[src/rtl/prox_pkg.sv]
// constants shared by both ends of the proximity sensor register link
//==========================================================
package prox_pkg;

  //==========================================================
  // device register offsets
  localparam logic [4:0] REG_ENABLE          = 5'h00;
  localparam logic [4:0] REG_AMBIENT_TIME    = 5'h01;
  localparam logic [4:0] REG_PROX_TIME       = 5'h02;
  localparam logic [4:0] REG_IDLE_INTERVAL   = 5'h03;
  localparam logic [4:0] REG_LOWER_THRESH_LO = 5'h08;
  localparam logic [4:0] REG_LOWER_THRESH_HI = 5'h09;
  localparam logic [4:0] REG_UPPER_THRESH_LO = 5'h0A;
  localparam logic [4:0] REG_UPPER_THRESH_HI = 5'h0B;
  localparam logic [4:0] REG_EVENT_FILTER    = 5'h0C;
  localparam logic [4:0] REG_MISC_SETTINGS   = 5'h0D;
  localparam logic [4:0] REG_LED_BURST       = 5'h0E;
  localparam logic [4:0] REG_ANALOG_DRIVE    = 5'h0F;
  localparam logic [4:0] REG_PART_ID         = 5'h12;
  localparam logic [4:0] REG_DEVICE_FLAGS    = 5'h13;
  localparam logic [4:0] REG_RESULT_LO       = 5'h18;
  localparam logic [4:0] REG_RESULT_HI       = 5'h19;

  //==========================================================
  // reset values
  localparam logic [7:0] RST_ZERO          = 8'h00;
  localparam logic [7:0] RST_PROX_TIME     = 8'hFF;
  localparam logic [7:0] RST_IDLE_INTERVAL = 8'hFF;
  localparam logic [7:0] AMBIENT_TIME_INIT = 8'hFF;

  //==========================================================
  // command byte layout
  localparam int         CMD_FLAG_BIT   = 7;
  localparam int         CMD_TYPE_HI    = 6;
  localparam int         CMD_TYPE_LO    = 5;
  localparam int         CMD_ADDR_HI    = 4;
  localparam logic [1:0] TYPE_REPEAT    = 2'h0;
  localparam logic [1:0] TYPE_AUTOINC   = 2'h1;
  localparam logic [1:0] TYPE_RESERVED  = 2'h2;
  localparam logic [1:0] TYPE_SPECIAL   = 2'h3;
  localparam logic [4:0] FUNC_INT_CLEAR = 5'h05;
  localparam int         FLAG_PROX_INT  = 5;

  //==========================================================
  // host controller registers and fields
  localparam logic [3:0] HOST_REQUEST = 4'h0;
  localparam logic [3:0] HOST_STATE   = 4'h4;
  localparam logic [3:0] HOST_EVENTS  = 4'h8;
  localparam logic [3:0] HOST_MASK    = 4'hC;
  localparam int         REQ_READ_BIT  = 8;
  localparam int         REQ_FRAME_BIT = 9;
  localparam int         EV_DONE       = 0;
  localparam int         EV_REFUSED    = 1;
  localparam int         EV_WIDTH      = 2;

  typedef enum logic [0:0] {HOST_IDLE, HOST_WAIT_READ} host_state_e;

endpackage

[src/rtl/prox_link_if.sv]
// byte-level link between the sensor host and the sensor register file
`timescale 1ns/1ps
interface prox_link_if;
  logic       frameStart;
  logic       wrStrobe;
  logic [7:0] wrByte;
  logic       rdStrobe;
  logic       rdAck;
  logic [7:0] rdByte;

  modport host (
    output frameStart,
    output wrStrobe,
    output wrByte,
    output rdStrobe,
    input  rdAck,
    input  rdByte
  );

  modport device (
    input  frameStart,
    input  wrStrobe,
    input  wrByte,
    input  rdStrobe,
    output rdAck,
    output rdByte
  );
endinterface

[src/rtl/prox_sensor_register_file.sv]
// sensor-side register file with command byte decoder
//
// The byte link device port is this design's own decision.
`timescale 1ns/1ps
module prox_sensor_register_file
  import prox_pkg::*;
#(
  parameter logic [7:0] PART_ID = 8'h5A  // arbitrary identification value
)(
  input  wire logic        clk,
  input  wire logic        resetn,
  prox_link_if.device      link,
  input  wire logic        resultLoad,
  input  wire logic [15:0] resultIn,
  input  wire logic [7:0]  statusIn,
  input  wire logic        proxIntSet,
  output logic [7:0]       enable,
  output logic [7:0]       ambientConversionTime,
  output logic [7:0]       proximityConversionTime,
  output logic [7:0]       idleInterval,
  output logic [15:0]      lowerThreshold,
  output logic [15:0]      upperThreshold,
  output logic [7:0]       eventFilterCount,
  output logic [7:0]       miscSettings,
  output logic [7:0]       ledBurstLength,
  output logic [7:0]       analogDriveSettings,
  output logic             proxIntPending,
  output logic             proxIntClear
);

  //==========================================================
  // elaboration check: a zero identifier would read like an empty slot
  if (PART_ID == 8'h00)
  begin
    $error("part identifier must be non-zero");
  end

  //==========================================================
  // storage
  logic [7:0] cfg [16];       // offsets 0x00..0x0F, holes never written
  logic [7:0] deviceFlags;
  logic [7:0] resultLo;
  logic [7:0] resultHi;
  logic [4:0] regAddr;
  logic       autoInc;
  logic       rdAckQ;
  logic [7:0] rdByteQ;

  // reset value of each configuration slot
  function automatic logic [7:0] cfgReset(input logic [4:0] a);
    case (a)
      REG_PROX_TIME:     cfgReset = RST_PROX_TIME;
      REG_IDLE_INTERVAL: cfgReset = RST_IDLE_INTERVAL;
      default:           cfgReset = RST_ZERO;
    endcase
  endfunction

  // true for offsets software may write
  function automatic logic isWritable(input logic [4:0] a);
    case (a)
      REG_ENABLE, REG_AMBIENT_TIME, REG_PROX_TIME, REG_IDLE_INTERVAL,
      REG_LOWER_THRESH_LO, REG_LOWER_THRESH_HI,
      REG_UPPER_THRESH_LO, REG_UPPER_THRESH_HI,
      REG_EVENT_FILTER, REG_MISC_SETTINGS, REG_LED_BURST, REG_ANALOG_DRIVE:
        isWritable = 1'b1;
      default:
        isWritable = 1'b0;  // read-only and unmapped
    endcase
  endfunction

  //==========================================================
  // byte classification
  logic       isCommand;
  logic       isData;
  logic [1:0] cmdType;
  logic [4:0] cmdAddr;
  logic       latchAddr;
  logic       clearRequest;
  logic       stepAddr;

  // only the first byte of a frame can be a command
  assign isCommand    = link.wrStrobe & link.frameStart & link.wrByte[CMD_FLAG_BIT];
  assign isData       = link.wrStrobe & ~isCommand;
  assign cmdType      = link.wrByte[CMD_TYPE_HI:CMD_TYPE_LO];
  assign cmdAddr      = link.wrByte[CMD_ADDR_HI:0];
  // reserved type is dropped whole so a stray one cannot move the pointer
  assign latchAddr    = isCommand & (cmdType == TYPE_REPEAT || cmdType == TYPE_AUTOINC);
  assign clearRequest = isCommand & (cmdType == TYPE_SPECIAL)
                        & (cmdAddr == FUNC_INT_CLEAR);
  assign stepAddr     = (isData | link.rdStrobe) & autoInc;

  //==========================================================
  // register pointer and transfer mode
  always_ff @(posedge clk or negedge resetn)
  begin
    if (!resetn)
    begin
      regAddr <= 5'h00;
      autoInc <= 1'b0;
    end
    else if (latchAddr)
    begin
      regAddr <= cmdAddr;
      autoInc <= (cmdType == TYPE_AUTOINC);
    end
    else if (stepAddr)
    begin
      regAddr <= regAddr + 5'h01;  // wraps at 0x1F
    end
  end

  //==========================================================
  // configuration writes, always at the held pointer
  always_ff @(posedge clk or negedge resetn)
  begin
    if (!resetn)
    begin
      for (int i = 0; i < 16; i++)
      begin
        cfg[i] <= cfgReset(5'(i));
      end
    end
    else if (isData && isWritable(regAddr))
    begin
      cfg[regAddr[3:0]] <= link.wrByte;
    end
  end

  //==========================================================
  // results, loaded only by the measurement core
  always_ff @(posedge clk or negedge resetn)
  begin
    if (!resetn)
    begin
      resultLo <= RST_ZERO;
      resultHi <= RST_ZERO;
    end
    else if (resultLoad)
    begin
      resultLo <= resultIn[7:0];
      resultHi <= resultIn[15:8];
    end
  end

  //==========================================================
  // flags: interrupt bit is sticky, a new event beats the clear
  always_ff @(posedge clk or negedge resetn)
  begin
    if (!resetn)
    begin
      deviceFlags <= RST_ZERO;
    end
    else
    begin
      deviceFlags <= statusIn;
      deviceFlags[FLAG_PROX_INT] <= proxIntSet
                                    | (deviceFlags[FLAG_PROX_INT] & ~clearRequest);
    end
  end

  // one-cycle clear pulse, no second write needed
  always_ff @(posedge clk or negedge resetn)
  begin
    if (!resetn)
    begin
      proxIntClear <= 1'b0;
    end
    else
    begin
      proxIntClear <= clearRequest;
    end
  end

  //==========================================================
  // read answer, one cycle after the strobe
  logic [7:0] readValue;

  always_comb
  begin
    readValue = 8'h00;  // unmapped reads as zero
    case (regAddr)
      REG_PART_ID:      readValue = PART_ID;
      REG_DEVICE_FLAGS: readValue = deviceFlags;
      REG_RESULT_LO:    readValue = resultLo;
      REG_RESULT_HI:    readValue = resultHi;
      default:
      begin
        if (isWritable(regAddr))
        begin
          readValue = cfg[regAddr[3:0]];
        end
      end
    endcase
  end

  always_ff @(posedge clk or negedge resetn)
  begin
    if (!resetn)
    begin
      rdAckQ  <= 1'b0;
      rdByteQ <= 8'h00;
    end
    else
    begin
      rdAckQ <= link.rdStrobe;
      if (link.rdStrobe)
      begin
        rdByteQ <= readValue;  // kept pointer, no command needed
      end
    end
  end

  //==========================================================
  // outputs straight from storage
  assign link.rdAck              = rdAckQ;
  assign link.rdByte             = rdByteQ;
  assign enable                  = cfg[REG_ENABLE[3:0]];
  assign ambientConversionTime   = cfg[REG_AMBIENT_TIME[3:0]];
  assign proximityConversionTime = cfg[REG_PROX_TIME[3:0]];
  assign idleInterval            = cfg[REG_IDLE_INTERVAL[3:0]];
  assign lowerThreshold          = {cfg[REG_LOWER_THRESH_HI[3:0]], cfg[REG_LOWER_THRESH_LO[3:0]]};
  assign upperThreshold          = {cfg[REG_UPPER_THRESH_HI[3:0]], cfg[REG_UPPER_THRESH_LO[3:0]]};
  assign eventFilterCount        = cfg[REG_EVENT_FILTER[3:0]];
  assign miscSettings            = cfg[REG_MISC_SETTINGS[3:0]];
  assign ledBurstLength          = cfg[REG_LED_BURST[3:0]];
  assign analogDriveSettings     = cfg[REG_ANALOG_DRIVE[3:0]];
  assign proxIntPending          = deviceFlags[FLAG_PROX_INT];

endmodule

[src/flat_wrapper.sv]
// flat-port wrapper written by rule: the top's interface ports become plain ports
module prox_sensor_register_file_flat import prox_pkg::*;
#(
  parameter logic [7:0] PART_ID = 8'h5A                                   
)
  (clk, resetn, resultLoad, resultIn, statusIn, proxIntSet, enable, ambientConversionTime, proximityConversionTime, idleInterval, lowerThreshold, upperThreshold, eventFilterCount, miscSettings, ledBurstLength, analogDriveSettings, proxIntPending, proxIntClear, link_frameStart, link_wrStrobe, link_wrByte, link_rdStrobe, link_rdAck, link_rdByte);
  prox_link_if link_i ();
  input  wire logic clk;
  input  wire logic resetn;
  input  wire logic resultLoad;
  input  wire logic [15:0] resultIn;
  input  wire logic [7:0] statusIn;
  input  wire logic proxIntSet;
  output logic [7:0] enable;
  output logic [7:0] ambientConversionTime;
  output logic [7:0] proximityConversionTime;
  output logic [7:0] idleInterval;
  output logic [15:0] lowerThreshold;
  output logic [15:0] upperThreshold;
  output logic [7:0] eventFilterCount;
  output logic [7:0] miscSettings;
  output logic [7:0] ledBurstLength;
  output logic [7:0] analogDriveSettings;
  output logic proxIntPending;
  output logic proxIntClear;
  input wire logic [$bits(link_i.frameStart)-1:0] link_frameStart;
  input wire logic [$bits(link_i.wrStrobe)-1:0] link_wrStrobe;
  input wire logic [$bits(link_i.wrByte)-1:0] link_wrByte;
  input wire logic [$bits(link_i.rdStrobe)-1:0] link_rdStrobe;
  output wire logic [$bits(link_i.rdAck)-1:0] link_rdAck;
  output wire logic [$bits(link_i.rdByte)-1:0] link_rdByte;
  assign link_i.frameStart = link_frameStart;
  assign link_i.wrStrobe = link_wrStrobe;
  assign link_i.wrByte = link_wrByte;
  assign link_i.rdStrobe = link_rdStrobe;
  assign link_rdAck = link_i.rdAck;
  assign link_rdByte = link_i.rdByte;
  prox_sensor_register_file #(.PART_ID(PART_ID)) u_core (.clk(clk), .resetn(resetn), .link(link_i), .resultLoad(resultLoad), .resultIn(resultIn), .statusIn(statusIn), .proxIntSet(proxIntSet), .enable(enable), .ambientConversionTime(ambientConversionTime), .proximityConversionTime(proximityConversionTime), .idleInterval(idleInterval), .lowerThreshold(lowerThreshold), .upperThreshold(upperThreshold), .eventFilterCount(eventFilterCount), .miscSettings(miscSettings), .ledBurstLength(ledBurstLength), .analogDriveSettings(analogDriveSettings), .proxIntPending(proxIntPending), .proxIntClear(proxIntClear));
endmodule
[config.mk]
export PLATFORM = sky130hd
export DESIGN_NAME = prox_sensor_register_file_flat
export DESIGN_NICKNAME = d
export VERILOG_FILES = /design/src/rtl/prox_pkg.sv /design/src/rtl/prox_link_if.sv /design/src/rtl/prox_sensor_register_file.sv /design/src/flat_wrapper.sv
export SDC_FILE = /design/constraint.sdc
export NUM_CORES = 1
export LEC_CHECK = 0
export BUFFER_PORTS_ARGS = -buffer_cell sky130_fd_sc_hd__clkbuf_2
export CAP_MARGIN = 20
export CORE_UTILIZATION = 40
export CTS_BUF_LIST = sky130_fd_sc_hd__clkbuf_8 sky130_fd_sc_hd__clkbuf_16
export DETAILED_ROUTE_END_ITERATION = 16
export GPL_TIMING_DRIVEN = 0
export PLACE_DENSITY = 0.7
export SYNTH_ARGS = -nofsm -noshare
export SYNTH_HDL_FRONTEND = slang
export SYNTH_SLANG_ARGS = --single-unit
export TNS_END_PERCENT = 1
[constraint.sdc]
create_clock -name clk -period 6.5 [get_ports clk]
set_input_delay 0.325 -clock clk [delete_from_list [all_inputs] [get_ports clk]]
set_output_delay 0.325 -clock clk [all_outputs]
set_load 0.05 [all_outputs]
[After elaboration in Yosys (flattened, before gate mapping)]
Memory sizes are Yosys's and may differ from the RTL's.
Index checks and enable logic that the tools add are counted.
Word-level totals
  flip-flop bits (word level): 168
  memory bits (read-only): 32
  input port bits: 39
  output and inout bits: 107
  word-level logic and storage cells: 68
  memories kept: 2
Memories
  (no name shown): words 16, bits a word 1, rd ports 1, clocked after Yosys merged registers in 0, wr ports 0, line prox_sensor_register_file.sv:60  | case (a)
  (no name shown): words 16, bits a word 1, rd ports 1, clocked after Yosys merged registers in 0, wr ports 0, line prox_sensor_register_file.sv:60
Operators by class
  add/sub/neg operators: 1
  $lt $le $gt $ge: 2
  eq/ne operators: 7
  muxes and demuxes: 13
  bitwise logic cells: 13
  reductions and logical operators: 6
Operator list (count)
  $bwmux W128: 1
  $bmux W8 S4: 1
  $demux W8 S4: 1
  $mux W8: 4
  $pmux W8 S4: 1
  $eq A5 B5 Y1 const B: 4
  $mux W5: 2
  $and A1 B1 Y1: 8
  $add A5 B1 Y5 const B: 1
  $eq A5 B3 Y1 const B: 1
  $ge A5 B5 Y1 const B: 1
  $lt A5 B1 Y1 const B: 1
  $not A4 Y5: 1
  $reduce_or A4 Y1: 1
  $mux W1: 3
  $eq A2 B1 Y1 const B: 1
  $eq A2 B2 Y1 const B: 1
  $logic_and A1 B1 Y1: 2
  $logic_not A2 Y1: 1
  $not A1 Y1: 2
  $or A1 B1 Y1: 2
  $reduce_bool A2 Y1: 1
  $logic_or A1 B1 Y1: 1

[Longest topological paths before layout]
  word-level depth: 8
  mapped depth: 10
  mapped depth without buffers: 6

[Least setup slack after synthesis]
OpenSTA, ideal clock, no wires.
  path kind: reg-to-reg
  from: register u_core.regAddr[1]
  to: register u_core.rdByteQ[5], in the netlist u_core.link.rdByte[5]
  arrival: 2.073 ns
  slack: 4.288 ns
  cell stages (with the launch flop): 10
  buffers on the path: 3
  cells stage by stage: dfrtp_1 -> buf_2 -> buf_2 -> inv_1 -> ha_1 -> and4b_1 -> buf_1 -> a222oi_1 -> o2bb2ai_1 -> a21oi_1
On the way
  cells in the longest elaborated chain, start to end: 6
  elaborated cells between the ends (all ways): 13
  classes of those cells: eq/ne: 4; mux: 7; bitwise: 1; memory: 1
Ends and longest elaborated chain
  start: declaration: line prox_sensor_register_file.sv:44  | logic [4:0] regAddr;
  start signal: assignment: line prox_sensor_register_file.sv:103  | regAddr <= cmdAddr;
  start signal: assignment: line prox_sensor_register_file.sv:108  | regAddr <= regAddr + 5'h01;
  parallel branches: the longest is 5 deep, another holds $mem_v2 Z16 W1
  $pmux W8 S4 *: line prox_sensor_register_file.sv:181  | case (regAddr)
  end signal: assignment: line prox_sensor_register_file.sv:208  | rdByteQ <= readValue;
  end: declaration: line prox_sensor_register_file.sv:47  | logic [7:0] rdByteQ;
Every way passes the cells marked *. The select of a mux whose other input is x is not followed.
A chain may end at the register's enable or synchronous reset.

[Worst setup path in the final report]
  from: register u_core.regAddr[1]
  to: register u_core.rdByteQ[2], in the netlist u_core.link.rdByte[2]
The elaborated chain is that of the path after synthesis.

==> out/qor.yml <==
clock_network:
  cts.path.max_buffers: 2
  cts_resized: 0
  clk_pin_slew_ns: 0.05
  clockRootBuffer: "clkbuf_16"
  cts_made_buffers: 17
  cts_sinks: 136
  cts_tree: "yes"
  clk_latency_ns: 0.41
  htreeDepth: 4
routing:
  drt_iter0_drc: 214
  avgViaCountPerCell: 5.10
  drc_errors: 0
  vias: 4754
  dr.pass1.iters: 5
  totalWireLength_um: 17600
  wire_per_inst_um: 18.9
  antenna_left: 0
synth:
  synth_cell_type_count: 46
  synth-seq-cells: 136
  syn_area_um2: 6900
  yosysSeqAreaShare: 0.496
  synth-edff-count: 0
  async_flop_share: 1.00
  synthesis.nets: 579
  yosys_warnings: 0
  avgSynthCellArea_um2: 12.9
  synth_flop_cell: "dfrtp_1"
  synth_cells: 536
floorplan:
  fp.dieW_um: 133
  dieArea_um2: 17800
  die_y_um: 133
  start_util: 0.413
  core_um2: 16700
  fp-row-count: 47
  ioPinCount: 146
placement:
  routabilityCongestion: 0.904
  port_buffers: 143
  hpwlAfterDp_um: 13000
pwr:
  p_leak_nw: 4.30
  vdd_drop_max_v: 0.000236
  p_per_area_nw_per_um2: 585
  totalPowerFinal_mw: 4.97
global_route:
  antenna_found_initial: 0
  grt_pass1_vias: 4928
  grt_pass1_wl_um: 27800
  grt_start_max_net_pins: 74
  track_usage: 0.209
  grt-ovfl-total: 0
sta:
  period_minus_slack_ns: 2.87
  finalClockSkew_ns: 0.00773
  hold_viol_final: 0
  setup_viol: 0
  clock.fmax_mhz: 348
  holdWs_ns: 0.0254
  tns_ns: 0
  finalMaxSlewViolations: 0
  rsz0062_at_grt: "false"
  slew_headroom: 0.608
  worstMarginPinSlew_ns: 0.588
  fin_crit_sh: 0.442
worst_setup_path:
  timing.rr.start: "u_core.regAddr[1]"
  rrSetupSlack_ns: 3.63
  cp-start-kind: "flop"
  r2r_cells: 9
  r2r_end: "u_core.link.rdByte[2]"
  crit_required_ns: 6.77
  worstSetupPathType: "flop to flop"
  crit_arrival_ns: 3.14
  crit_path_max_fanout: 10
  endpoint_kind: "flop"
cells_and_area:
  synthToLayoutAreaGrowth_pct: 23.2
  final_nets: 743
  antenna_cells: 0
  drive_gt1_frac: 0.593
  final_util: 0.509
hold_path:
  min_from: "statusIn[7]"
  worst_hold_path.endpoint: "u_core.deviceFlags[7]"
  hold_class: "input pin to flop"
  min_path_cells: 1
status:
  outcome: "finished clean"
job:
  max_cap_violations: 0
-- power by group --
group	internal [mW]	switching (mW)	leakage (nW)
logic	0.976	1.64	2.30
registers	1.19	0.257	1.68
clock network	0.582	0.335	0.310
-- final cells by class --
class / instances / area, um2
fillers: 1496 / 8200
plain buffers: 124 / 845
clock inverters: 12 / 100
multi-input cells: 272 / 2620
repair buffers: 145 / 762
well taps: 220 / 275
inverters: 4 / 15.0
clock buffers: 20 / 467
flip-flops and latches: 136 / 3420
-- per-stage QoR --
stage                     setup slack, ns  instances  instance area, um2
after floorplan                      4.29        536                6900
after global placement               3.11        899                7890
after detailed placement             3.67        900                7930
after CTS                            3.65        933                8510
after global routing                 3.44        933                8510
final                                3.63        933                8510
-- per-layer routing --
metal	GRT usage	vias to the layer above	part of all wire
met2	0.339	161	0.49
met1	0.283	2418	0.45
met4	0.0574	0	0.011
met3	0.0464	19	0.054
met5	0	-	0
li1	-	2156	-
-- sequential cells by signal (all words and copies together), names as in the netlist, 5 cells and up --
register / count
u_core.lowerThreshold: 16
u_core.upperThreshold: 16
u_core.ambientConversionTime: 8
u_core.analogDriveSettings: 8
u_core.deviceFlags: 8
u_core.enable: 8
u_core.eventFilterCount: 8
u_core.idleInterval: 8
u_core.ledBurstLength: 8
u_core.link.rdByte: 8
u_core.miscSettings: 8
u_core.proximityConversionTime: 8
u_core.resultHi: 8
u_core.resultLo: 8
u_core.regAddr: 5
-- cells by family (layout without fill, tap and decap cells) --
logic type                 count (synthesis)  in the layout  share of synthesized area
muxes                                    154            154                      0.266
and+or+nand+nor                           59             59                     0.0502
buffers and inverters                    128            305                      0.125
DFF                                      136            136                      0.496
AOI/OAI and AO/OA                         51             51                     0.0506
adders and majority gates                  4              4                    0.00725
xor gates and xnor gates                   4              4                    0.00508
-- Yosys cell counts (2+ instances only) --
cell type	n	share of area
a21oi_1	21	0.015
a222oi_1	4	0.0058
a22o_1	4	0.0051
a22oi_1	4	0.0044
a31oi_1	4	0.0036
and2_1	3	0.0027
and4b_1	2	0.0029
buf_1	4	0.0022
buf_2	9	0.0065
buf_4	96	0.10
clkbuf_1	14	0.0076
dfrtp_1	120	0.44
dfstp_2	16	0.061
ha_1	4	0.0073
inv_1	4	0.0022
mux2_1	4	0.0065
mux2_2	113	0.18
mux2i_1	25	0.036
mux4_2	12	0.039
nand2_1	14	0.0076
nand2_2	4	0.0036
nand3_1	6	0.0044
nand3b_1	2	0.0022
nand4_1	4	0.0036
nor2_1	12	0.0065
nor2b_1	2	0.0018
o211ai_1	2	0.0022
o221ai_1	4	0.0051
o2bb2ai_1	4	0.0051
xnor2_1	2	0.0025
xor2_1	2	0.0025
-- timing repair --
item / CTS / global route
hold buffers: 1 / 0
buffers inserted: 0 / 0
hold endpoints to repair: 54 / 0
-- critical path, stage by stage (launching register included) --
cell       delay (ns)
dfrtp_1          0.43
buf_2            0.30
buf_2            0.36
inv_1            0.12
ha_1             0.27
and4b_1          0.21
buf_1            0.24
a222oi_1         0.55
o2bb2ai_1        0.18
a21oi_1          0.05
-- cells in the final DEF (no fill, tap or decap), types with 6 or more instances in the layout --
cell type and count:
mux2_2 113, a21oi_1 21, dfstp_2 16, mux4_2 12, mux2i_1 25, clkbuf_16 17, inv_1 12, nand3_1 6
buf_2 9, clkbuf_1 14, buf_4 96, clkbuf_2 142, nand2_1 14, nor2_1 12, dfrtp_1 120
-- worst max-delay path by stage --
stage | start | end | slack (ns)
finish | u_core.regAddr[1] | u_core.link.rdByte[2] | 3.63
global route | u_core.regAddr[1] | u_core.link.rdByte[2] | 3.44
floorplan | u_core.regAddr[1] | u_core.link.rdByte[5] | 4.29
CTS | u_core.regAddr[1] | u_core.link.rdByte[5] | 3.65
global placement | resetn | u_core.lowerThreshold[6] | 3.11
detailed placement | u_core.regAddr[1] | u_core.link.rdByte[5] | 3.67
No activity file was read; power rests on OpenSTA's default activity.
